## config.mk

```make
export PLATFORM = sky130hd
export DESIGN_NAME = ddl_top
export DESIGN_NICKNAME = d
export VERILOG_FILES = /design/src/pkg/ddl_pkg.sv /design/src/rtl/ddl_top.sv /design/src/rtl/ddl_delay_mem.sv
export VERILOG_INCLUDE_DIRS = /design/src /design/src/pkg
export SDC_FILE = /design/constraint.sdc
export NUM_CORES = 2
export LEC_CHECK = 0
export BUFFER_PORTS_ARGS = -buffer_cell sky130_fd_sc_hd__buf_4
export CAP_MARGIN = 10
export CORE_ASPECT_RATIO = 2
export CORE_MARGIN = 1
export CORE_UTILIZATION = 40
export DETAILED_ROUTE_END_ITERATION = 8
export PLACE_DENSITY_LB_ADDON = 0.2
export SLEW_MARGIN = 20
export SYNTH_ARGS = -nofsm -noshare
export SYNTH_HDL_FRONTEND = slang
export SYNTH_HIERARCHICAL = 1
export SYNTH_SLANG_ARGS = --single-unit
```

## constraint.sdc

```tcl
create_clock -name clk_i -period 7.5 [get_ports clk_i]
set_input_delay 1.5 -clock clk_i [delete_from_list [all_inputs] [get_ports clk_i]]
set_output_delay 1.5 -clock clk_i [all_outputs]
set_load 0.02 [all_outputs]
```

## src/pkg/ddl_params.svh

```systemverilog
// constants for the update latency pipeline
//
// Function
// - single tone, matched: all three words land 29 cycles after commit
// - single tone, unmatched: frequency word lands 29 cycles after commit
// - single tone, unmatched: phase word lands 25 cycles after commit
// - single tone, unmatched: amplitude word lands 17 cycles after commit
// - modulation: profile change lands after 34, 29, 21 cycles
// - sweep: delta words act after 41, 37, 29 cycles from profile change
// - latencies fixed; single tone from commit, others from profile change
// - hard reset returns every internal register to its default, except the delay memory data array and its read data
`ifndef DDL_PARAMS_SVH
`define DDL_PARAMS_SVH

`define DDL_FRQ_W         32
`define DDL_PHS_W         14
`define DDL_AMP_W         10
`define DDL_PROF_W        4
`define DDL_AW            6

// latencies in core clock cycles, counted from the sampling edge
`define DDL_LAT_ST_MATCH  6'h1d
`define DDL_LAT_ST_FRQ    6'h1d
`define DDL_LAT_ST_PHS    6'h19
`define DDL_LAT_ST_AMP    6'h11
`define DDL_LAT_MOD_FRQ   6'h22
`define DDL_LAT_MOD_PHS   6'h1d
`define DDL_LAT_MOD_AMP   6'h15
`define DDL_LAT_SWP_FRQ   6'h29
`define DDL_LAT_SWP_PHS   6'h25
`define DDL_LAT_SWP_AMP   6'h1d
// read register plus output register
`define DDL_RD_STAGES     6'h02

`define DDL_PROF_RST      4'h0
`define DDL_MODE_RST      2'h0

`endif

```

## src/pkg/ddl_pkg.sv

```systemverilog
// types and latency decode for the update latency pipeline
`include "ddl_params.svh"
`default_nettype none

package ddl_pkg;

  typedef enum logic [1:0] {
    DDL_MODE_SINGLE = 2'b00,
    DDL_MODE_MOD    = 2'b01,
    DDL_MODE_SWEEP  = 2'b10
  } ddl_mode_t;

  typedef enum logic [1:0] {
    DDL_CH_FRQ = 2'b00,
    DDL_CH_PHS = 2'b01,
    DDL_CH_AMP = 2'b10
  } ddl_chan_t;

  typedef struct packed {
    logic [`DDL_FRQ_W-1:0] frq;
    logic [`DDL_PHS_W-1:0] phs;
    logic [`DDL_AMP_W-1:0] amp;
  } ddl_words_t;

  // total latency of one channel in the given mode
  function automatic logic [5:0] ddl_lat(input ddl_mode_t m,
                                         input logic      matched,
                                         input ddl_chan_t ch);
    logic [5:0] l;
    l = `DDL_LAT_ST_FRQ;
    case (m)
      DDL_MODE_MOD: begin
        l = (ch == DDL_CH_FRQ) ? `DDL_LAT_MOD_FRQ :
            (ch == DDL_CH_PHS) ? `DDL_LAT_MOD_PHS : `DDL_LAT_MOD_AMP;
      end
      DDL_MODE_SWEEP: begin
        l = (ch == DDL_CH_FRQ) ? `DDL_LAT_SWP_FRQ :
            (ch == DDL_CH_PHS) ? `DDL_LAT_SWP_PHS : `DDL_LAT_SWP_AMP;
      end
      default: begin
        if (matched) begin
          l = `DDL_LAT_ST_MATCH;
        end else begin
          l = (ch == DDL_CH_FRQ) ? `DDL_LAT_ST_FRQ :
              (ch == DDL_CH_PHS) ? `DDL_LAT_ST_PHS : `DDL_LAT_ST_AMP;
        end
      end
    endcase
    return l;
  endfunction

  // read distance behind the write pointer
  function automatic logic [`DDL_AW-1:0] ddl_gap(input ddl_mode_t m,
                                                 input logic      matched,
                                                 input ddl_chan_t ch);
    logic [5:0] g;
    g = ddl_lat(m, matched, ch) - `DDL_RD_STAGES;
    return g[`DDL_AW-1:0];
  endfunction

endpackage

`default_nettype wire

```

## src/rtl/ddl_top.sv

```systemverilog
// update latency pipeline: commit/profile sampling to output words
`default_nettype none

module ddl_top
  import ddl_pkg::*;
(
  input  wire logic                   clk_i,
  input  wire logic                   rst_i,
  input  wire logic                   sync_clk_i,
  input  wire logic                   commit_i,
  input  wire logic [`DDL_PROF_W-1:0] profile_i,
  input  wire ddl_mode_t              mode_i,
  input  wire logic                   matched_i,
  input  wire ddl_words_t             commit_words_i,
  input  wire ddl_words_t             prof_words_i,
  input  wire ddl_words_t             rise_words_i,
  input  wire ddl_words_t             fall_words_i,
  output logic                        update_taken_o,
  output logic                        profile_taken_o,
  output logic      [`DDL_PROF_W-1:0] profile_sel_o,
  output ddl_words_t                  out_words_o
);

  localparam int AW = `DDL_AW;
  localparam int SW = `DDL_PROF_W + 2;

  ////////////////////////////////////////////////////////////////////////////
  // pin synchronisers and sampling edge

  logic [SW-1:0]          s1_r;
  logic [SW-1:0]          s2_r;
  logic                   sclk_d_r;
  logic [`DDL_PROF_W-1:0] prof_r;

  always_ff @(posedge clk_i) begin
    if (rst_i) begin
      s1_r     <= '0;
      s2_r     <= '0;
      sclk_d_r <= 1'b0;
      prof_r   <= `DDL_PROF_RST;
    end else begin
      s1_r     <= {sync_clk_i, commit_i, profile_i};
      s2_r     <= s1_r;
      sclk_d_r <= s2_r[SW-1];
      if (profile_taken_o) begin
        prof_r <= s2_r[`DDL_PROF_W-1:0];
      end
    end
  end

  // all pins share one synchroniser delay, so their alignment holds
  wire                   sync_rise_w = s2_r[SW-1] & ~sclk_d_r;
  wire                   commit_s_w  = s2_r[SW-2];
  wire [`DDL_PROF_W-1:0] prof_s_w    = s2_r[`DDL_PROF_W-1:0];
  wire                   single_w    = (mode_i == DDL_MODE_SINGLE);
  wire                   sweep_w     = (mode_i == DDL_MODE_SWEEP);

  // single tone counts from commit, the others from a profile change
  assign update_taken_o  = sync_rise_w & commit_s_w & single_w;
  assign profile_taken_o = sync_rise_w & ~single_w &
                           (prof_s_w != prof_r);
  assign profile_sel_o   = prof_r;

  wire        event_w = update_taken_o | profile_taken_o;
  // sweep direction follows the lowest profile pin
  wire ddl_words_t src_w =
    single_w            ? commit_words_i :
    !sweep_w            ? prof_words_i   :
    prof_s_w[0]         ? rise_words_i   : fall_words_i;

  ////////////////////////////////////////////////////////////////////////////
  // delay memories, one per channel so each can have its own latency

  logic [AW-1:0] wp_r;

  always_ff @(posedge clk_i) begin
    if (rst_i) begin
      wp_r <= '0;
    end else begin
      wp_r <= wp_r + 1'b1;
    end
  end

  wire [AW-1:0] frq_ra_w = wp_r - ddl_gap(mode_i, matched_i, DDL_CH_FRQ);
  wire [AW-1:0] phs_ra_w = wp_r - ddl_gap(mode_i, matched_i, DDL_CH_PHS);
  wire [AW-1:0] amp_ra_w = wp_r - ddl_gap(mode_i, matched_i, DDL_CH_AMP);

  logic [`DDL_FRQ_W-1:0] frq_rd;
  logic [`DDL_PHS_W-1:0] phs_rd;
  logic [`DDL_AMP_W-1:0] amp_rd;
  logic                  frq_vld;
  logic                  phs_vld;
  logic                  amp_vld;

  ddl_delay_mem #(.W(`DDL_FRQ_W), .AW(AW)) u_frq (
    .clk_i     (clk_i),
    .rst_i     (rst_i),
    .wr_addr_i (wp_r),
    .wr_data_i (src_w.frq),
    .wr_vld_i  (event_w),
    .rd_addr_i (frq_ra_w),
    .rd_data_o (frq_rd),
    .rd_vld_o  (frq_vld)
  );

  ddl_delay_mem #(.W(`DDL_PHS_W), .AW(AW)) u_phs (
    .clk_i     (clk_i),
    .rst_i     (rst_i),
    .wr_addr_i (wp_r),
    .wr_data_i (src_w.phs),
    .wr_vld_i  (event_w),
    .rd_addr_i (phs_ra_w),
    .rd_data_o (phs_rd),
    .rd_vld_o  (phs_vld)
  );

  ddl_delay_mem #(.W(`DDL_AMP_W), .AW(AW)) u_amp (
    .clk_i     (clk_i),
    .rst_i     (rst_i),
    .wr_addr_i (wp_r),
    .wr_data_i (src_w.amp),
    .wr_vld_i  (event_w),
    .rd_addr_i (amp_ra_w),
    .rd_data_o (amp_rd),
    .rd_vld_o  (amp_vld)
  );

  ////////////////////////////////////////////////////////////////////////////
  // output stage: load words, or ramp by the delayed delta in sweep

  ddl_words_t out_r;
  ddl_words_t out_nxt;
  ddl_words_t step_r;
  ddl_words_t step_nxt;

  assign step_nxt.frq = frq_vld ? frq_rd : step_r.frq;
  assign step_nxt.phs = phs_vld ? phs_rd : step_r.phs;
  assign step_nxt.amp = amp_vld ? amp_rd : step_r.amp;

  // sweep wraps modulo the field width, as an accumulator does
  assign out_nxt.frq = sweep_w ? out_r.frq + step_nxt.frq
                               : (frq_vld ? frq_rd : out_r.frq);
  assign out_nxt.phs = sweep_w ? out_r.phs + step_nxt.phs
                               : (phs_vld ? phs_rd : out_r.phs);
  assign out_nxt.amp = sweep_w ? out_r.amp + step_nxt.amp
                               : (amp_vld ? amp_rd : out_r.amp);

  always_ff @(posedge clk_i) begin
    if (rst_i) begin
      out_r  <= '0;
      step_r <= '0;
    end else begin
      out_r  <= out_nxt;
      step_r <= step_nxt;
    end
  end

  assign out_words_o = out_r;
endmodule

`default_nettype wire

```

## src/rtl/ddl_delay_mem.sv

```systemverilog
// circular delay memory with registered read and reset-cleared valid bits
`default_nettype none

module ddl_delay_mem #(
  parameter int W  = 8,
  parameter int AW = 6
) (
  input  wire logic          clk_i,
  input  wire logic          rst_i,
  input  wire logic [AW-1:0] wr_addr_i,
  input  wire logic [W-1:0]  wr_data_i,
  input  wire logic          wr_vld_i,
  input  wire logic [AW-1:0] rd_addr_i,
  output logic      [W-1:0]  rd_data_o,
  output logic               rd_vld_o
);

  logic [W-1:0]     mem_r [2**AW];
  logic [2**AW-1:0] vld_r;

  // data array carries no reset; stale words are masked by the valid bits
  always_ff @(posedge clk_i) begin
    mem_r[wr_addr_i] <= wr_data_i;
    rd_data_o        <= mem_r[rd_addr_i];
  end

  always_ff @(posedge clk_i) begin
    if (rst_i) begin
      vld_r    <= '0;
      rd_vld_o <= 1'b0;
    end else begin
      vld_r[wr_addr_i] <= wr_vld_i;
      rd_vld_o         <= vld_r[rd_addr_i];
    end
  end

endmodule

`default_nettype wire

```

; ---- Word-level counts from Yosys, hierarchy flattened
; Memory sizes are Yosys's and may differ from the RTL's. A register that Yosys moved wholly into a read port is not among the register bits.
; Index checks and enable logic that the tools add are counted.
; Widths: inputs -> output; s select.
[word_totals]
regBits = 330
output_inout_bits = 62
memories = 3
mem_bits_rw = 3584
word_cells = 79
inputBits = 235
[mem_list]
columns = memory, depth, word_bits, read_ports, rd_ports_with_merged_regs, wr, line
row1 = u_frq.mem_r, 64, 32, 1, 1, 1, ddl_delay_mem.sv:18  ; logic [W-1:0] mem_r [2**AW];
row2 = u_phs.mem_r, 64, 14, 1, 1, 1, ddl_delay_mem.sv:18
row3 = u_amp.mem_r, 64, 10, 1, 1, 1, ddl_delay_mem.sv:18
[op_classes]
n_lt_le_gt_ge = 5
muxes = 28
eq_ne = 3
n_bitwise = 8
n_addsub = 10
n_reduce_logical = 5
[ops]
columns = operator, count
row1 = $bwmux 64, 3
row2 = $mux 56, 3
row3 = $mux 32, 3
row4 = $mux 14, 3
row5 = $add 32x32->32, 1
row6 = $mux 10, 3
row7 = $lt 6x7->1 const B, 4
row8 = $pmux 6 s2, 2
row9 = $bmux 1 s6, 3
row10 = $sub 6x2->6 const B, 3
row11 = $sub 6x6->6, 3
row12 = $add 14x14->14, 1
row13 = $add 10x10->10, 1
row14 = $pmux 4 s2, 1
row15 = $add 6x1->6 const B, 1
row16 = $demux 1 s6, 1
row17 = $ge 6x1->1 const B, 1
row18 = $reduce_bool 2->1, 3
row19 = $and 1x1->1, 5
row20 = $mux 1, 4
row21 = $mux 4, 1
row22 = $ne 4x4->1, 1
row23 = $mux 3, 1
row24 = $eq 2x1->1 const B, 1
row25 = 5 further kinds, 6

; ---- Longest topological paths before layout
[depth]
depth_word = 6
depth_mapped = 19
mapped_depth_nobuf = 16

; ---- Cells and area by module
; Netlist, hierarchy kept.
[modules_own_cells]
columns = module, instances, seq_area_each_um2, cells_each, area_each_um2
row1 = ddl_delay_mem (u_frq), 1, 63440.8, 3619, 81358.0
row2 = ddl_delay_mem (u_phs), 1, 28487.3, 1882, 37512.2
row3 = ddl_delay_mem (u_amp), 1, 20719.9, 1471, 27898.0
row4 = ddl_top, 1, 2702.6, 1329, 10273.6

; ---- Worst setup path after synthesis
; OpenSTA, ideal clock, no wires.
[synth_path]
path_kind = input-to-reg
from = in mode_i[0]
to = mem u_amp/mem_r[0][0] (netlist bit) (data pin)
arrival_time_ps = 5272
path_stages = 8
setup_slack_ps = 1527
required_ps = 6798
setup_ps = 702
path_buffers = 3
cell_sequence = inv_1 -> ha_1 -> clkbuf_1 -> inv_2 -> clkbuf_1 -> clkbuf_1 -> a21oi_1 -> o21ai_0
[synth_lines]
columns = item, line
row1 = "start, declared", ddl_top.sv:12  ; input wire ddl_mode_t mode_i,
row2 = "end, declared", ddl_delay_mem.sv:18

; ---- Worst setup path after layout
[layout_path]
from = in mode_i[1]
to = reg u_frq.rd_data_o[22], read port of u_frq.mem_r
[layout_between]
elab_chain_cells = 4
word_cells_on_any_way = 5
cone_classes = add/sub: 2 / eq/ne: 2 / mux: 1
[layout_rtl]
columns = item, line
row1 = $eq 2x2->1 / $eq 2x1->1 (equally long branches), ddl_pkg.sv:31  ; case (m)
row2 = $pmux 6 s2 (*), ddl_pkg.sv:31
row3 = $sub 6x2->6 (no line) (*), -
row4 = $sub 6x6->6 (*), ddl_top.sv:84  ; wire [AW-1:0] frq_ra_w = wp_r - ddl_gap(mode_i, matched_i, DDL_CH_FRQ);
row5 = named net frq_ra_w[2], ddl_top.sv:84
row6 = "end, declared", ddl_delay_mem.sv:14  ; output logic [W-1:0] rd_data_o,
; Mark *: on every way through the listed nets, which the timed path passes. The rest lies on a longest branch.
; A chain may end at the register's enable or synchronous reset.

==> results.md <==
* Status: complete, no violations
* Crit Path Class: in2reg
* Mean post-synth cell area at 18.92 um^2
* Most common cell after layout, fill and taps aside: edfxtp_1
* Post-layout nets at 9,077
* Initial Utilization at 40.14%
* Crit-path max FO at 75
* Final Cell Area at 179,100 um^2
* Period minus WS final at around 5400 ps
* Placed cell area at approximately 170,000 um^2
* PwrDens at slightly below 300 nW/um^2
* Core area at 391,200 um^2
* Area of the multi-input gates at 40,210 um^2
* Worst hold path class: reg2reg
* H-tree depth at 5
* Syn_nets at 8,615
* Vias in the first global route at between 80,000 and 90,000
* Final period utilization at between 70% and 80%
* Worst slew margin at 19.33%
* Drt pass-1 iters at 8
* Layout cells sized above 1 at between 20% and 30%
* Antenna Nets Post-Route at 0
* Switching portion of total power at 27.13%
* Buf/Inv on CP at 6
* Count of buffers from port buffering at 296
* Die width at 445.1 um
* Delay-heaviest family, CP: buffers and inverters
* Yosys cell types at 84
* Setup tns final at 0 ps
* CP dominant cell by count: inv_1
* First-pass GRT wire length at 681,200 um
* DRC Markers at 0
* CP Data Required Time at 8370 ps
* Syn Inst Count at a little over 8,000
* # clock sinks at between 3,000 and 4,000
* Final setup fails at 0
* Internal power at ~38 mW
* # rows at between 300 and 400
* Max Clk Rate at 186.4 MHz
* Vias per inst at around 6
* YS warnings at 6
* Max Cap Viol at 0
* Global route overflow at 0
* Root Buffer: clkbuf_16
* # IOs at 297
* Most frequent cells in the layout: edfxtp_1 (3,584), mux4_2 (936), buf_4 (626), dfxtp_1 (381), nand2_1 (379)
* Total Power at 51.78 mW
* Clock slew at reported path FFs at around 70 ps
* Num CTS Buffers at 347
* Synthesis-to-layout area growth at 14.03%
* Total die area at 395,300 um^2
* Synthesized area at about 160,000 um^2
* Critical path launch point type: primary input
* Synthesis-stage register bit count at 3,970
* Total routed wirelength at 492,000 um
* Detail Placement HPWL at 324,100 um
* Crit path largest cell delay at 930 ps
* Antenna violations before repair at 19
* Clk buf depth at 4
* DIE HEIGHT at a little under 900 um
* Post-CTS Setup Inserts at 0
* Least-Margin Pin Slew at 1209 ps
* Cts repair resizes at 0
* CP max stage cell: o221ai_1
* Worst vdd ir at 0.0002014 V
* # hold bufs at CTS at 0
* Slew Viols, Final at 0
* DRT iter0 DRCs at roughly 8,000
* Worst Skew at 55.75 ps
* Seq/Total Area, Yosys at 73.45%
* CTS tree: yes
* Gpl congestion at 0.9037
* Routed wire per std cell at between 30 and 40 um
* Critical-path cell list: buf_4, inv_1, ha_1, ha_1, inv_1, ha_4, inv_1, fa_1, inv_8, buf_4, mux4_2, nor2b_1, o221ai_1, o221a_1
* Clock network power share at 35.2%
* Worst setup EP type: flip-flop
* FILL cells at roughly 33,000
* Pleak at 57.25 nW
* Ys async rst share at 0%
* RSZ-0062 raised after global routing: false
* Register area at 115,400 um^2
* Pin count of the biggest net entering global routing at between 100 and 150
* Top_reg_cell synth: edfxtp_1
* Number of enable flip-flop cells after synthesis at 3,584
* Reg power frac at 48.8%
* Clk_lat worst skew at 950 ps
* Switching pwr at 14.05 mW
* Final Hold Viols at 0
* Part of the power in combinational logic at 16.0%
* GRT Util Overall at 24.68%
* Crit path DAT at 6240 ps
* Vias at 83,460
through the flow:
step / util [%] / cells / worst slack (ps) / hold slack (ps)
6_report: 45.78 / 14300 / 2136 / 447.9
5_1_grt: 45.77 / 14290 / 1977 / 476.5
4_1_cts: 45.73 / 14280 / 2270 / 450.5
3_5_place_dp: 42.84 / 13640 / 1224 / 423.1
3_3_place_gp: 42.81 / 13640 / 1061 / 424.3
2_1_floorplan: - / 8301 / 1527 / 413.8
routing by layer:
layer / track usage, % / share of wire (%) / up-vias
met2: 45.14 / 53 / 3172
met4: 17.87 / 8.7 / 6
met5: 0 / 0.0094 / -
li1: - / - / 34700
met1: 26.12 / 33 / 44590
met3: 2.854 / 4.8 / 995
registers in the layout, summed over array words and instances (netlist names), 10 cells and up:
| register | cells |
|---|---|
| u_amp/mem_r | 640 |
| step_r | 56 |
| u_frq/mem_r | 2048 |
| u_phs/vld_r | 64 |
| u_frq/rd_data_o | 32 |
| u_frq/vld_r | 64 |
| u_phs/mem_r | 896 |
| u_amp/rd_data_o | 10 |
| u_amp/vld_r | 64 |
| u_phs/rd_data_o | 14 |
| out_words_o | 56 |
final cells by class:
class / instances / area share (%)
flip-flops and latches: 3970 / 64.42
clock inverters: 204 / 1.094
multi-input cells: 3723 / 22.46
clock buffers: 429 / 5.207
repair buffers: 658 / 2.982
well taps: 5232 / 3.656
diodes: 21 / 0.02935
inverters: 63 / 0.1516
cell usage after synthesis, types with 26 or more instances:
cell,instances,area [um^2]
edfxtp_1,3584,107600
dfxtp_1,386,7727
buf_6,43,484.2
clkbuf_1,295,1107
xnor2_1,34,297.8
inv_1,59,221.5
ha_1,75,938.4
nand2_1,379,1423
mux4_2,936,21080
nand3_1,36,180.2
mux2i_1,249,2492
buf_1,45,168.9
a21oi_1,360,1802
a21o_1,32,240.2
o21ai_0,323,1617
nor2b_1,104,650.6
o22ai_1,75,469.2
a211oi_1,48,360.4
a221oi_1,48,420.4
a22oi_1,145,1089
buf_2,108,540.5
buf_4,49,367.9
mux2_2,46,518.0
xor2_1,26,227.7
o221ai_1,34,297.8
nor2_1,363,1363
worst register-to-register path, cell delays in order, from the launching register on:
cell,delay (ps)
dfxtp_1,1070
ha_1,410
inv_1,80
fa_1,480
inv_8,580
buf_4,630
mux4_2,320
nor2b_1,50
o221ai_1,930
o221a_1,350
logic make-up (layout without fill, tap and decap cells):
family	Yosys count	in the layout	synth area share, %
muxes	1236	1236	15.39
other	0	21	0
AOI/OAI and AO/OA	1258	1258	5.093
adders and majority gates	79	79	0.6485
and+or+nand+nor	1090	1090	3.200
xor gates and xnor gates	60	60	0.3346
DFF	3970	3970	73.45
buffers and inverters	608	1354	1.883
final timing paths:
kind	start	endpoint	slack [ps]	depth (start not counted)
worst min-delay path	s1_r[3]$_SDFF_PP0_	s2_r[3]$_SDFF_PP0_	450	1
worst max-delay path	mode_i[1]	u_frq/rd_data_o[22]$_DFF_P_	2140	14
worst max register to register	wp_r[2]$_SDFF_PP0_	u_frq/rd_data_o[22]$_DFF_P_	2570	9
worst min register to register	s1_r[3]$_SDFF_PP0_	s2_r[3]$_SDFF_PP0_	450	1
power by group through the flow:
stage               clock network, mW  registers, mW  logic (mW)
floorplan                           0           25.6        4.65
global placement                    0           25.7        8.22
detailed placement                  0           25.8        8.31
CTS                              18.6           25.3        8.33
global route                     19.3           25.3        8.57
finish                           18.2           25.3        8.27
Note: power is estimated with default switching activity, not from simulation.
